$ cat src/logic/ssp_map.svh
// Constants for the sensor SPI slave port.
// Assumes inclusion by the package and modules; definitions only.
`ifndef SSP_MAP_SVH
`define SSP_MAP_SVH
`define SSP_BYTE_BITS      4'h8
`define SSP_BIT_LAST       3'h7
`define SSP_CONST_BYTE     8'h9a
`define SSP_STD_RES_BITS   5'h18
`define SSP_LEG_RES_BITS   5'h10
`define SSP_RES_MSB        5'h17
`define SSP_CMD_FLAG_BIT   3'h7
`define SSP_CLEAR_MIN_NS   100
`define SSP_CLK_NS         5
`define SSP_CLEAR_CYC      ((`SSP_CLEAR_MIN_NS + `SSP_CLK_NS - 1) / `SSP_CLK_NS)
`define SSP_CFG_ADDR_LO    4'h3
`define SSP_CFG_ADDR_HI    4'h8
`endif

$ cat src/logic/ssp_pkg.sv
// Types for the sensor SPI slave port.
// Assumes the constants header is on the include path.
`include "ssp_map.svh"
package ssp_pkg;
   typedef enum logic [1:0] {
      SSP_IDLE    = 2'b00,
      SSP_MEASURE = 2'b01,
      SSP_READOUT = 2'b11,
      SSP_CONFIG  = 2'b10
   } ssp_state_type;

   typedef struct packed {
      logic sclk;
      logic mosi;
      logic select_n;
   } ssp_link_in_type;

   typedef struct packed {
      logic miso;
      logic miso_oe;
   } ssp_link_out_type;
endpackage

$ cat src/logic/ssp_edge.sv
// Edge detector for the serial clock, select and clear pins.
// Assumes inputs already synchronous to CLK_IN.
`timescale 1ns/100ps
module ssp_edge
   import ssp_pkg::*;
(
   input  wire logic clk_in,
   input  wire logic rst_n_in,
   input  wire logic sig_in,
   output logic      rise_out,
   output logic      fall_out,
   output logic      level_out
);
   logic prev;

   always_ff @(posedge clk_in)
   begin
      // Seeded from the pin so release from reset shows no false edge
      if (!rst_n_in)
         prev <= sig_in;
      else
         prev <= sig_in;
   end

   assign rise_out  = sig_in & ~prev;
   assign fall_out  = ~sig_in & prev;
   assign level_out = prev;
endmodule

$ cat src/logic/ssp_port.sv
// Sensor SPI slave port: command shifter, readout shifter, ready flag.
// Assumes synchronous pins, CLK_IN well above the serial clock.
// Operation
// RQ1: Master keeps serial clock at or below 1 MHz.
// RQ2: Every byte takes exactly eight serial clocks, one bit each way.
// RQ3: Both data lines carry bytes most significant bit first.
// RQ4: Master changes input on falling edges; device samples on rising edges.
// RQ5: Device updates serial output while the clock is low.
// RQ6: Clock idles low; first bit valid before first rising edge.
// RQ7: Master holds select low across each whole transfer.
// RQ8: Serial output is high impedance whenever select is high.
// RQ9: Master waits 1 us after select falls before the command.
// RQ10: Select may rise mid-sequence; measurement continues unaffected.
// RQ11: Ready flag rises when the started measurement finishes.
// RQ12: Clear pulse or configuration access drops the ready flag.
// RQ13: New command before ready replaces pending one and aborts measurement.
// RQ14: While ready, commands ignored until result bits shifted or clear.
// RQ15: Master pulses clear low-high-low, high at least 100 ns.
// RQ16: Clear empties command and stops measurement, keeps configuration.
// RQ17: Master leaves 10 ns between select edge and clear pulse.
// RQ18: Mode strap low picks standard set, high picks legacy set.
// RQ19: Master should read results only after ready rises.
// RQ20: Works with select tied low, framing by clock count.
// RQ21: Constant 0x9a shifted out while a command byte shifts in.
// RQ22: Standard mode shifts 24-bit result after ready.
// RQ23: Command bit 7 chooses measurement (0) or configuration access (1).
// RQ24: Bit counter resets when select rises.
// RQ25: Ready flag low from reset until first measurement completes.
`timescale 1ns/100ps
module ssp_port
   import ssp_pkg::*;
(
   // Clock and reset
   input  wire logic        CLK_IN,
   input  wire logic        RST_N_IN,
   // Serial link
   input  wire logic        SCLK_IN,
   input  wire logic        MOSI_IN,
   input  wire logic        PORT_SELECT_LOW_IN,
   output logic             MISO_OUT,
   output logic             MISO_OE_OUT,
   // Handshake and strap
   input  wire logic        CLEAR_IN,
   input  wire logic        LEGACY_MODE_IN,
   output logic             RESULT_READY_FLAG_OUT,
   // Measurement engine side
   output logic             MEAS_START_OUT,
   output logic             MEAS_ABORT_OUT,
   output logic [7:0]       CMD_OUT,
   output logic             LEGACY_OUT,
   input  wire logic        MEAS_DONE_IN,
   input  wire logic [23:0] MEAS_RESULT_IN,
   // Configuration access side
   output logic             CFG_ACCESS_OUT,
   output logic [7:0]       CFG_BYTE_OUT
);
   ssp_link_in_type  link;
   ssp_link_out_type next_link_out;
   ssp_state_type    state;
   logic             sclk_rise;
   logic             sclk_fall;
   logic             sel_rise;
   logic             clr_fall;
   logic             clr_level;
   logic [2:0]       bit_cnt;
   logic [7:0]       rx_shift;
   logic [23:0]      tx_shift;
   logic [4:0]       res_left;
   logic             legacy;
   logic             byte_done;
   logic [7:0]       rx_byte;
   logic [7:0]       clr_cnt;
   logic             clear_hit;
   logic [7:0]       cmd_reg;

   assign link = '{sclk: SCLK_IN, mosi: MOSI_IN, select_n: PORT_SELECT_LOW_IN};

   ssp_edge u_sclk (
      .clk_in    (CLK_IN),
      .rst_n_in  (RST_N_IN),
      .sig_in    (link.sclk),
      .rise_out  (sclk_rise),
      .fall_out  (sclk_fall),
      .level_out ()
   );

   ssp_edge u_sel (
      .clk_in    (CLK_IN),
      .rst_n_in  (RST_N_IN),
      .sig_in    (link.select_n),
      .rise_out  (sel_rise),
      .fall_out  (),
      .level_out ()
   );

   ssp_edge u_clr (
      .clk_in    (CLK_IN),
      .rst_n_in  (RST_N_IN),
      .sig_in    (CLEAR_IN),
      .rise_out  (),
      .fall_out  (clr_fall),
      .level_out (clr_level)
   );

   // A rising edge with select low is one bit; select tied low still frames
   assign byte_done = sclk_rise & ~link.select_n & (bit_cnt == `SSP_BIT_LAST); // see RQ2, RQ20
   assign rx_byte   = {rx_shift[6:0], link.mosi}; // see RQ3

   // Strap resampled on every clock after reset release
   always_ff @(posedge CLK_IN)
   begin
      if (!RST_N_IN)
         legacy <= 1'b0;
      else
         legacy <= LEGACY_MODE_IN; // see RQ18
   end

   // Clear counted while high; short glitches are not a clear
   always_ff @(posedge CLK_IN)
   begin
      if (!RST_N_IN)
         clr_cnt <= 8'h00;
      else if (!clr_level)
         clr_cnt <= 8'h00;
      else if (clr_cnt != 8'hff)
         clr_cnt <= clr_cnt + 8'h01;
   end
   assign clear_hit = clr_fall & (clr_cnt >= 8'(`SSP_CLEAR_CYC - 1)); // see RQ15

   // Bit counter and input shifter on rising edges
   always_ff @(posedge CLK_IN)
   begin
      if (!RST_N_IN)
      begin
         bit_cnt  <= 3'h0;
         rx_shift <= 8'h00;
      end
      else if (sel_rise)
         bit_cnt <= 3'h0; // see RQ24
      else if (sclk_rise && !link.select_n)
      begin
         bit_cnt  <= bit_cnt + 3'h1;
         rx_shift <= rx_byte; // see RQ4
      end
   end

   // Command handling and ready flag
   always_ff @(posedge CLK_IN)
   begin
      if (!RST_N_IN)
      begin
         state                 <= SSP_IDLE;
         cmd_reg               <= 8'h00;
         res_left              <= 5'h00;
         RESULT_READY_FLAG_OUT <= 1'b0; // see RQ25
         MEAS_START_OUT        <= 1'b0;
         MEAS_ABORT_OUT        <= 1'b0;
         CFG_ACCESS_OUT        <= 1'b0;
         CFG_BYTE_OUT          <= 8'h00;
      end
      else
      begin
         MEAS_START_OUT <= 1'b0;
         MEAS_ABORT_OUT <= 1'b0;
         CFG_ACCESS_OUT <= 1'b0;
         if (clear_hit)
         begin
            // Configuration held outside is untouched
            state                 <= SSP_IDLE; // see RQ16
            cmd_reg               <= 8'h00;
            RESULT_READY_FLAG_OUT <= 1'b0; // see RQ12
            MEAS_ABORT_OUT        <= (state == SSP_MEASURE);
         end
         else
         begin
            case (state)
               SSP_IDLE, SSP_MEASURE:
               begin
                  if (state == SSP_MEASURE && MEAS_DONE_IN)
                  begin
                     state                 <= SSP_READOUT;
                     res_left              <= legacy ? `SSP_LEG_RES_BITS : `SSP_STD_RES_BITS; // see RQ22, RQ14
                     RESULT_READY_FLAG_OUT <= 1'b1; // see RQ11, RQ10
                  end
                  else if (byte_done)
                  begin
                     cmd_reg <= rx_byte; // see RQ13
                     MEAS_ABORT_OUT <= (state == SSP_MEASURE);
                     if (rx_byte[`SSP_CMD_FLAG_BIT])
                        state <= SSP_CONFIG; // see RQ23
                     else
                     begin
                        state          <= SSP_MEASURE;
                        MEAS_START_OUT <= 1'b1;
                     end
                  end
               end
               SSP_READOUT:
               begin
                  // Commands ignored until the result is out
                  if (sclk_rise && !link.select_n)
                  begin
                     res_left <= res_left - 5'h01; // see RQ14
                     if (res_left == 5'h01)
                        state <= SSP_IDLE;
                  end
               end
               SSP_CONFIG:
               begin
                  // Data bytes stream until select rises; any access clears
                  if (byte_done)
                  begin
                     RESULT_READY_FLAG_OUT <= 1'b0; // see RQ12
                     CFG_ACCESS_OUT        <= 1'b1;
                     CFG_BYTE_OUT          <= rx_byte;
                  end
                  if (sel_rise)
                  begin
                     state   <= SSP_IDLE;
                     cmd_reg <= 8'h00;
                  end
               end
               default:
                  state <= SSP_IDLE;
            endcase
         end
      end
   end

   // Output shifter: loads result on done and constant on byte boundary, shifts on falling edge
   always_ff @(posedge CLK_IN)
   begin
      if (!RST_N_IN)
         tx_shift <= {`SSP_CONST_BYTE, 16'h0000};
      else if (state == SSP_MEASURE && MEAS_DONE_IN && !clear_hit)
         tx_shift <= legacy ? {MEAS_RESULT_IN[15:0], 8'h00} : MEAS_RESULT_IN; // see RQ22
      else if (state != SSP_READOUT && (sel_rise || (sclk_fall && !link.select_n && bit_cnt == 3'h0)))
         tx_shift <= {`SSP_CONST_BYTE, 16'h0000}; // see RQ21
      else if (sclk_fall && !link.select_n)
         tx_shift <= {tx_shift[22:0], 1'b0}; // see RQ5, RQ3
   end

   // Driven only while selected
   always_comb
   begin
      next_link_out.miso    = tx_shift[`SSP_RES_MSB]; // see RQ6
      next_link_out.miso_oe = ~link.select_n; // see RQ8
   end

   always_ff @(posedge CLK_IN)
   begin
      if (!RST_N_IN)
      begin
         MISO_OUT    <= 1'b0;
         MISO_OE_OUT <= 1'b0;
      end
      else
      begin
         MISO_OUT    <= next_link_out.miso;
         MISO_OE_OUT <= next_link_out.miso_oe;
      end
   end

   assign CMD_OUT    = cmd_reg;
   assign LEGACY_OUT = legacy;

   // Assertions
   a_miso_tristate: assert property (@(posedge CLK_IN) disable iff (!RST_N_IN) // see RQ8
      link.select_n |=> !MISO_OE_OUT)
      else $error("serial output driven while deselected");

   a_ready_rise: assert property (@(posedge CLK_IN) disable iff (!RST_N_IN) // see RQ11
      (state == SSP_MEASURE && MEAS_DONE_IN && !clear_hit) |=> RESULT_READY_FLAG_OUT)
      else $error("ready did not rise after done");

   a_clear_drops: assert property (@(posedge CLK_IN) disable iff (!RST_N_IN) // see RQ12
      clear_hit |=> !RESULT_READY_FLAG_OUT && cmd_reg == 8'h00)
      else $error("clear did not drop ready");

   a_abort_new: assert property (@(posedge CLK_IN) disable iff (!RST_N_IN) // see RQ13
      (state == SSP_MEASURE && byte_done && !MEAS_DONE_IN && !clear_hit) |=> MEAS_ABORT_OUT)
      else $error("new command did not abort measurement");

   a_ignore_ready: assert property (@(posedge CLK_IN) disable iff (!RST_N_IN) // see RQ14
      (state == SSP_READOUT && !clear_hit) |=> !MEAS_START_OUT)
      else $error("command taken during readout");

   a_flag_decode: assert property (@(posedge CLK_IN) disable iff (!RST_N_IN) // see RQ23
      (state == SSP_IDLE && byte_done && rx_byte[`SSP_CMD_FLAG_BIT] && !clear_hit) |=> state == SSP_CONFIG && !MEAS_START_OUT)
      else $error("register flag misdecoded");

   a_count_reset: assert property (@(posedge CLK_IN) disable iff (!RST_N_IN) // see RQ24
      sel_rise |=> bit_cnt == 3'h0)
      else $error("bit counter kept on select rise");

   a_const_byte: assert property (@(posedge CLK_IN) disable iff (!RST_N_IN) // see RQ21
      (state == SSP_IDLE && sclk_fall && !link.select_n && bit_cnt == 3'h0 && !clear_hit) |=> tx_shift[23:16] == `SSP_CONST_BYTE)
      else $error("constant byte not loaded");

   a_no_early_ready: assert property (@(posedge CLK_IN) disable iff (!RST_N_IN) // see RQ25
      (state == SSP_IDLE && !RESULT_READY_FLAG_OUT && !MEAS_DONE_IN) |=> !RESULT_READY_FLAG_OUT)
      else $error("ready rose without measurement");
endmodule

$ cat config.mk
export PLATFORM = sky130hd
export DESIGN_NAME = ssp_port
export DESIGN_NICKNAME = d
export VERILOG_FILES = /design/src/logic/ssp_pkg.sv /design/src/logic/ssp_edge.sv /design/src/logic/ssp_port.sv
export VERILOG_INCLUDE_DIRS = /design/src /design/src/logic
export SDC_FILE = /design/constraint.sdc
export NUM_CORES = 1
export LEC_CHECK = 0
export ABC_AREA = 1
export BUFFER_PORTS_ARGS = -buffer_cell sky130_fd_sc_hd__buf_2
export CORE_ASPECT_RATIO = 1.75
export CORE_MARGIN = 4
export CORE_UTILIZATION = 30
export DETAILED_ROUTE_END_ITERATION = 6
export GPL_TIMING_DRIVEN = 1
export SLEW_MARGIN = 0
export SYNTH_ARGS = -nofsm -noshare
export SYNTH_HDL_FRONTEND = slang
export SYNTH_HIERARCHICAL = 1
export SYNTH_SLANG_ARGS = --single-unit
$ cat constraint.sdc
create_clock -name CLK_IN -period 1.65 [get_ports CLK_IN]
set_clock_uncertainty 0.1 [all_clocks]
set_input_delay 0.0825 -clock CLK_IN [delete_from_list [all_inputs] [get_ports CLK_IN]]
set_output_delay 0.0825 -clock CLK_IN [all_outputs]
set_load 0.02 [all_outputs]
-- Yosys cells after proc, flatten, opt, wreduce, memory -nomap -nowiden
Index checks and enable logic that the tools add are counted.
- $add $sub $neg: 3
- magnitude comparators: 1
- equal/unequal tests: 15
- multiplexer cells: 28
- bitwise gates (word level): 18
- reduce and logical (&&, ||, !) cells: 26
- operator list (cell ; number):
    24-bit two-way mux ; 4
    8-bit two-way mux ; 3
    2-bit != test, second input constant ; 8
    8-bit case mux with 2 select lines ; 1
    2-bit two-way mux ; 6
    4-bit AND reduction ; 3
    1-bit inverter ; 11
    5-bit two-way mux ; 2
    5-bit case mux with 2 select lines ; 1
    8-bit by 1-bit adder with 8-bit output, second input constant ; 1
    8-bit by 5-bit greater-or-equal comparator with 1-bit output, second input constant ; 1
    1-bit two-way mux ; 8
    8-bit != test, second input constant ; 1
    1-bit AND ; 7
    1-bit logical AND ; 6
    2-bit case mux with 3 select lines ; 1
    3-bit AND reduction ; 2
    2-bit OR reduction ; 3
    5-bit by 1-bit equality test with 1-bit output, second input constant ; 1
    5-bit OR reduction ; 1
    5-bit by 1-bit subtractor with 5-bit output, second input constant ; 1
    2-bit equality test, second input constant ; 2
    4-bit two-way mux ; 1
    2-bit AND reduction ; 2
    12 further kinds ; 14
- register bits after elaboration: 75

-- Depth between registers and ports, before layout
- depth after elaboration: 8
- mapped depth: 12
- depth with buffers taken out: 11

-- Modules after synthesis
The synthesis kept the hierarchy.
- modules (own cells, without submodules) (module ; instances ; cells each ; area each (µm²) ; seq. area each (µm²)):
    ssp_port ; 1 ; 536 ; 3580.9 ; 1441.4
    ssp_edge ; 3 ; 5 ; 35.0 ; 20.0

-- Least setup slack after synthesis
Ideal clock, no wire load.
- kind: reg-to-reg
- start point: register clr_cnt[0]
- end point: register tx_shift[17]
- library setup time: 0.117 ns
- arrival time: 1.503 ns
- data required time: 1.433 ns
- setup slack: -0.070 ns
- stages on the path, launching flop included: 10
- buffers on the path: 2
- period minus slack after synthesis: 1.720 ns
- cells stage by stage: dfxtp_1 -> ha_1 -> nor2_2 -> nor2_1 -> o21ai_4 -> nand2_2 -> buf_6 -> buf_6 -> o211ai_2 -> nand2_1
- cells in the longest elaborated chain, start to end: 5
- elaborated cells on any way between the ends: 6
- classes of those cells: order compare (1); mux (1); bitwise (1); reduce/logical (3)
- RTL lines (what ; RTL line ; text):
    start: declaration ; ssp_port.sv:72 ; logic [7:0] clr_cnt;
    start signal: assignment ; ssp_port.sv:126 ; clr_cnt <= clr_cnt + 8'h01;
    8-bit by 5-bit greater-or-equal comparator with 1-bit output * ; ssp_port.sv:128 ; assign clear_hit = clr_fall & (clr_cnt >= 8'(`SSP_CLEAR_CYC - 1));
    1-bit AND * ; ssp_port.sv:128 ;
    1-bit logical NOT * ; ssp_port.sv:235 ; else if (state == SSP_MEASURE && MEAS_DONE_IN && !clear_hit)
    1-bit logical AND * ; ssp_port.sv:235 ;
    3-bit nonzero test (no source line) / 24-bit two-way mux (equally long branches) ; n/a ;
    end signal: assignment ; ssp_port.sv:234 ; tx_shift <= {`SSP_CONST_BYTE, 16'h0000};
    end signal: assignment ; ssp_port.sv:236 ; tx_shift <= legacy ? {MEAS_RESULT_IN[15:0], 8'h00} : MEAS_RESULT_IN;
    end signal: assignment ; ssp_port.sv:238 ; tx_shift <= {`SSP_CONST_BYTE, 16'h0000};
    end: declaration ; ssp_port.sv:67 ; logic [23:0] tx_shift;
Mark *: on every way between the ends. The rest lies on a longest branch, timed or not.
A chain may end at the register's enable or synchronous reset.

-- Worst setup path in the final report
- start point: register clr_cnt[1]
- end point: register tx_shift[15]
The elaborated chain is that of the path after synthesis.

==> out/summary.md <==
* **result of the run** finished with violations
* **violated checks** negative setup slack
* **number of sinks handled by clock tree synthesis** 75
* **largest net degree at the start of global routing** 26
* **share of the clock period used by the worst path** 1.026
* **count of pins on the block boundary** 55
* **Leakage Power** 2.326 nW
* **routed wl met3** 472 um
* **reg2reg path depth** 10
* **final wirelength** 11090 um
* **number of search-and-repair iterations in the first detailed-routing pass** 5
* **most frequent standard cell in the layout excluding fill and tap cells** nand2_1
* **TritonCTS clock tree** yes
* **Worst setup startpoint** clr_cnt[1]
* **die boundary width** 91.62 um
* **total net switching power** 0.001111 W
* **standard-cell row count** 53
* **register share of total power** 0.453
* **post-synthesis to final-layout area growth** 40.08%
* **power density normalized to cell area** 817.9 nW/um2
* **drt drc** 0
* **maximum clock insertion buffer count** 2
* **overall die area** 14140 um2
* **Hold Path Sink** tx_shift[17]
* **post-layout net count** 684
* **global-route congestion overflow total** 0
* **type of destination of the critical path** register
* **clock transition at the register clock pins on the worst setup and hold paths after CTS** 0.06 ns
* **Max FO, Critical Path** 8
* **Setup WS post-layout** -0.04263 ns
* **net count after synthesis** 585
* **RD Place Congestion** 0.8365
* **highest clock frequency the design can meet** 590.8 MHz
* **setup slack, reg-to-reg** -0.04 ns
* **final worst path period need** 1.693 ns
* **kind of critical path** reg -> reg
* **average via count per standard cell** 4.775
* **count of routing violations after the opening detailed-route iteration** 187
* **clock buffers created by TritonCTS** 9
* **sum of routed wire segments on met1** 4388 um
* **H-Tree Level Count** 3
* **Root Buffer Master** clkbuf_16
* **Fin. Hold Viols** 0
* **summed instance area of the synthesized netlist** 3671 um2
* **highest-count cells in the layout ignoring fill and taps** 129 x nand2_1, 71 x dfxtp_1, 54 x inv_1, 54 x buf_2, 53 x nor2_1
* **clock group share of total power** 0.434
* **fraction of layout cells with a size suffix above 1** 0.2719
* **fin cells** 816
* **Core Area** 12000 um2
* **routed len/inst** 13.58 um
* **worst r2r dst** tx_shift[15]
* **startpoint class of the critical path** register
* **Hold/Removal Path Class** in -> reg
* **Vias** 3896
* **Total Routing Usage GR** 0.1521
* **RSZ-0062 raised after global routing** true
* **max-slew violation total from the final report** 0
* **cell depth of the worst min-delay path** 5
* **vias in the first global route** 3658
* **portion of total power attributed to combinational logic** 0.114
* **Worst Tran Pin Value** 0.3123 ns
* **worst reg2reg startpoint** clr_cnt[1]
* **number of antenna repair diodes** 0
* **Max IR drop VDD** 0.5382 mV
* **antenna-violating nets left** 0
* **Hold Worst Slack** 0.01084 ns
* **number of placed instances, taps included** 783
* **number of max-capacitance violations reported** 0
* **Die Y** 154.3 um
* **latest clock arrival within the worst-skew pair** 0.34 ns
* **headroom to the max-slew limit** 0.7918
* **count of input and output buffers** 54
* **Mapped Avg Cell Area** 6.711 um2
* **met2 wire len** 5984 um
* **Internal** 0.003096 W
* **Data required, critical path** 1.82 ns
* **synthesized instance count** 547
* **starting density of the core** 0.3058
* **first-pass GRT wire length** 17440 um
* **number of antenna violations at the first check in global routing** 1
* **critical hold path startpoint** MEAS_RESULT_IN[17]
* **Sw Ratio** 0.2640
* **highest metal layer with signal wires** met5
* **arrival time reported for the critical path endpoint** 1.86 ns
* **Final setup viols** 9
* **number of warnings printed during yosys synthesis** 6
* **sum of net half-perimeters after detailed placement** 7842 um
-- sequential cells by signal (all words and copies together), names as in the netlist --
signal	count
tx_shift	24
CFG_BYTE_OUT	8
CMD_OUT	8
clr_cnt	8
rx_shift	7
res_left	5
bit_cnt	3
state	2
CFG_ACCESS_OUT	1
LEGACY_OUT	1
MEAS_ABORT_OUT	1
MEAS_START_OUT	1
MISO_OE_OUT	1
MISO_OUT	1
RESULT_READY_FLAG_OUT	1
u_clr/level_out	1
u_sclk/level_out	1
u_sel/level_out	1
-- per-stage QoR --
step           total power [W]  setup WS (ns)  setup TNS [ns]  utilization  area [um2]
6_report              0.004206       -0.04263        -0.08161       0.4284        5142
3_3_place_gp          0.002372       -0.06530         -0.4693       0.3670        4405
3_5_place_dp          0.002379       -0.08319          -1.655       0.3670        4405
4_1_cts               0.004215       -0.03270         -0.1402       0.4048        4858
2_1_floorplan         0.002209       0.006157               0            -        3676
5_1_grt               0.004384        -0.1057          -2.215       0.4284        5142
-- critical path, cell delays in order (launching register included) --
cell and delay (ns):
dfxtp_2 0.33, ha_4 0.17, nor2_4 0.09, nor2_2 0.05, o21ai_4 0.21, buf_8 0.19
buf_12 0.13, nand3_1 0.07, nand2_1 0.09, nand2_1 0.07, a21oi_1 0.11
-- power groups by stage --
stage / logic (W) / registers, W / clock network [W]
floorplan: 0.000271 / 0.00194 / 0
global placement: 0.000434 / 0.00194 / 0
detailed placement: 0.000439 / 0.00194 / 0
CTS: 0.000458 / 0.00190 / 0.00186
global route: 0.000539 / 0.00191 / 0.00194
finish: 0.000478 / 0.00190 / 0.00182
-- routing by layer --
metal  global-route usage  up-vias
li1                     -     1978
met1               0.1636     1789
met2               0.2899      103
met3              0.02336       24
met4              0.06115        2
met5                    0        -
-- worst max-delay path by stage --
stage / to / slack, ns / cells after the start
after floorplan: CFG_BYTE_OUT[7] / 0.006 / 7
after global routing: tx_shift[18] / -0.11 / 11
after detailed placement: res_left[3] / -0.08 / 9
after CTS: tx_shift[15] / -0.03 / 10
final: tx_shift[15] / -0.04 / 10
after global placement: res_left[3] / -0.07 / 9
-- area by class of cell --
| class | instances | area [um2] |
|---|---|---|
| clock buffers | 9 | 225.2 |
| clock inverters | 7 | 51.30 |
| fillers | 1210 | 6860 |
| inverters | 63 | 246.5 |
| multi-input cells | 383 | 1993 |
| flip-flops and latches | 75 | 1506 |
| well taps | 165 | 206.4 |
| repair buffers | 114 | 913.4 |
-- timing repair --
action / 4_1_cts / 5_1_grt
hold buffers: 7 / 0
pin swaps: 2 / 12
gates resized for setup: 14 / 55
hold endpoints to repair: 10 / 0
buffers inserted: 3 / 2
gates cloned: 1 / 4
setup endpoints to repair: 47 / 57
Power figures use the tool's default switching activity.
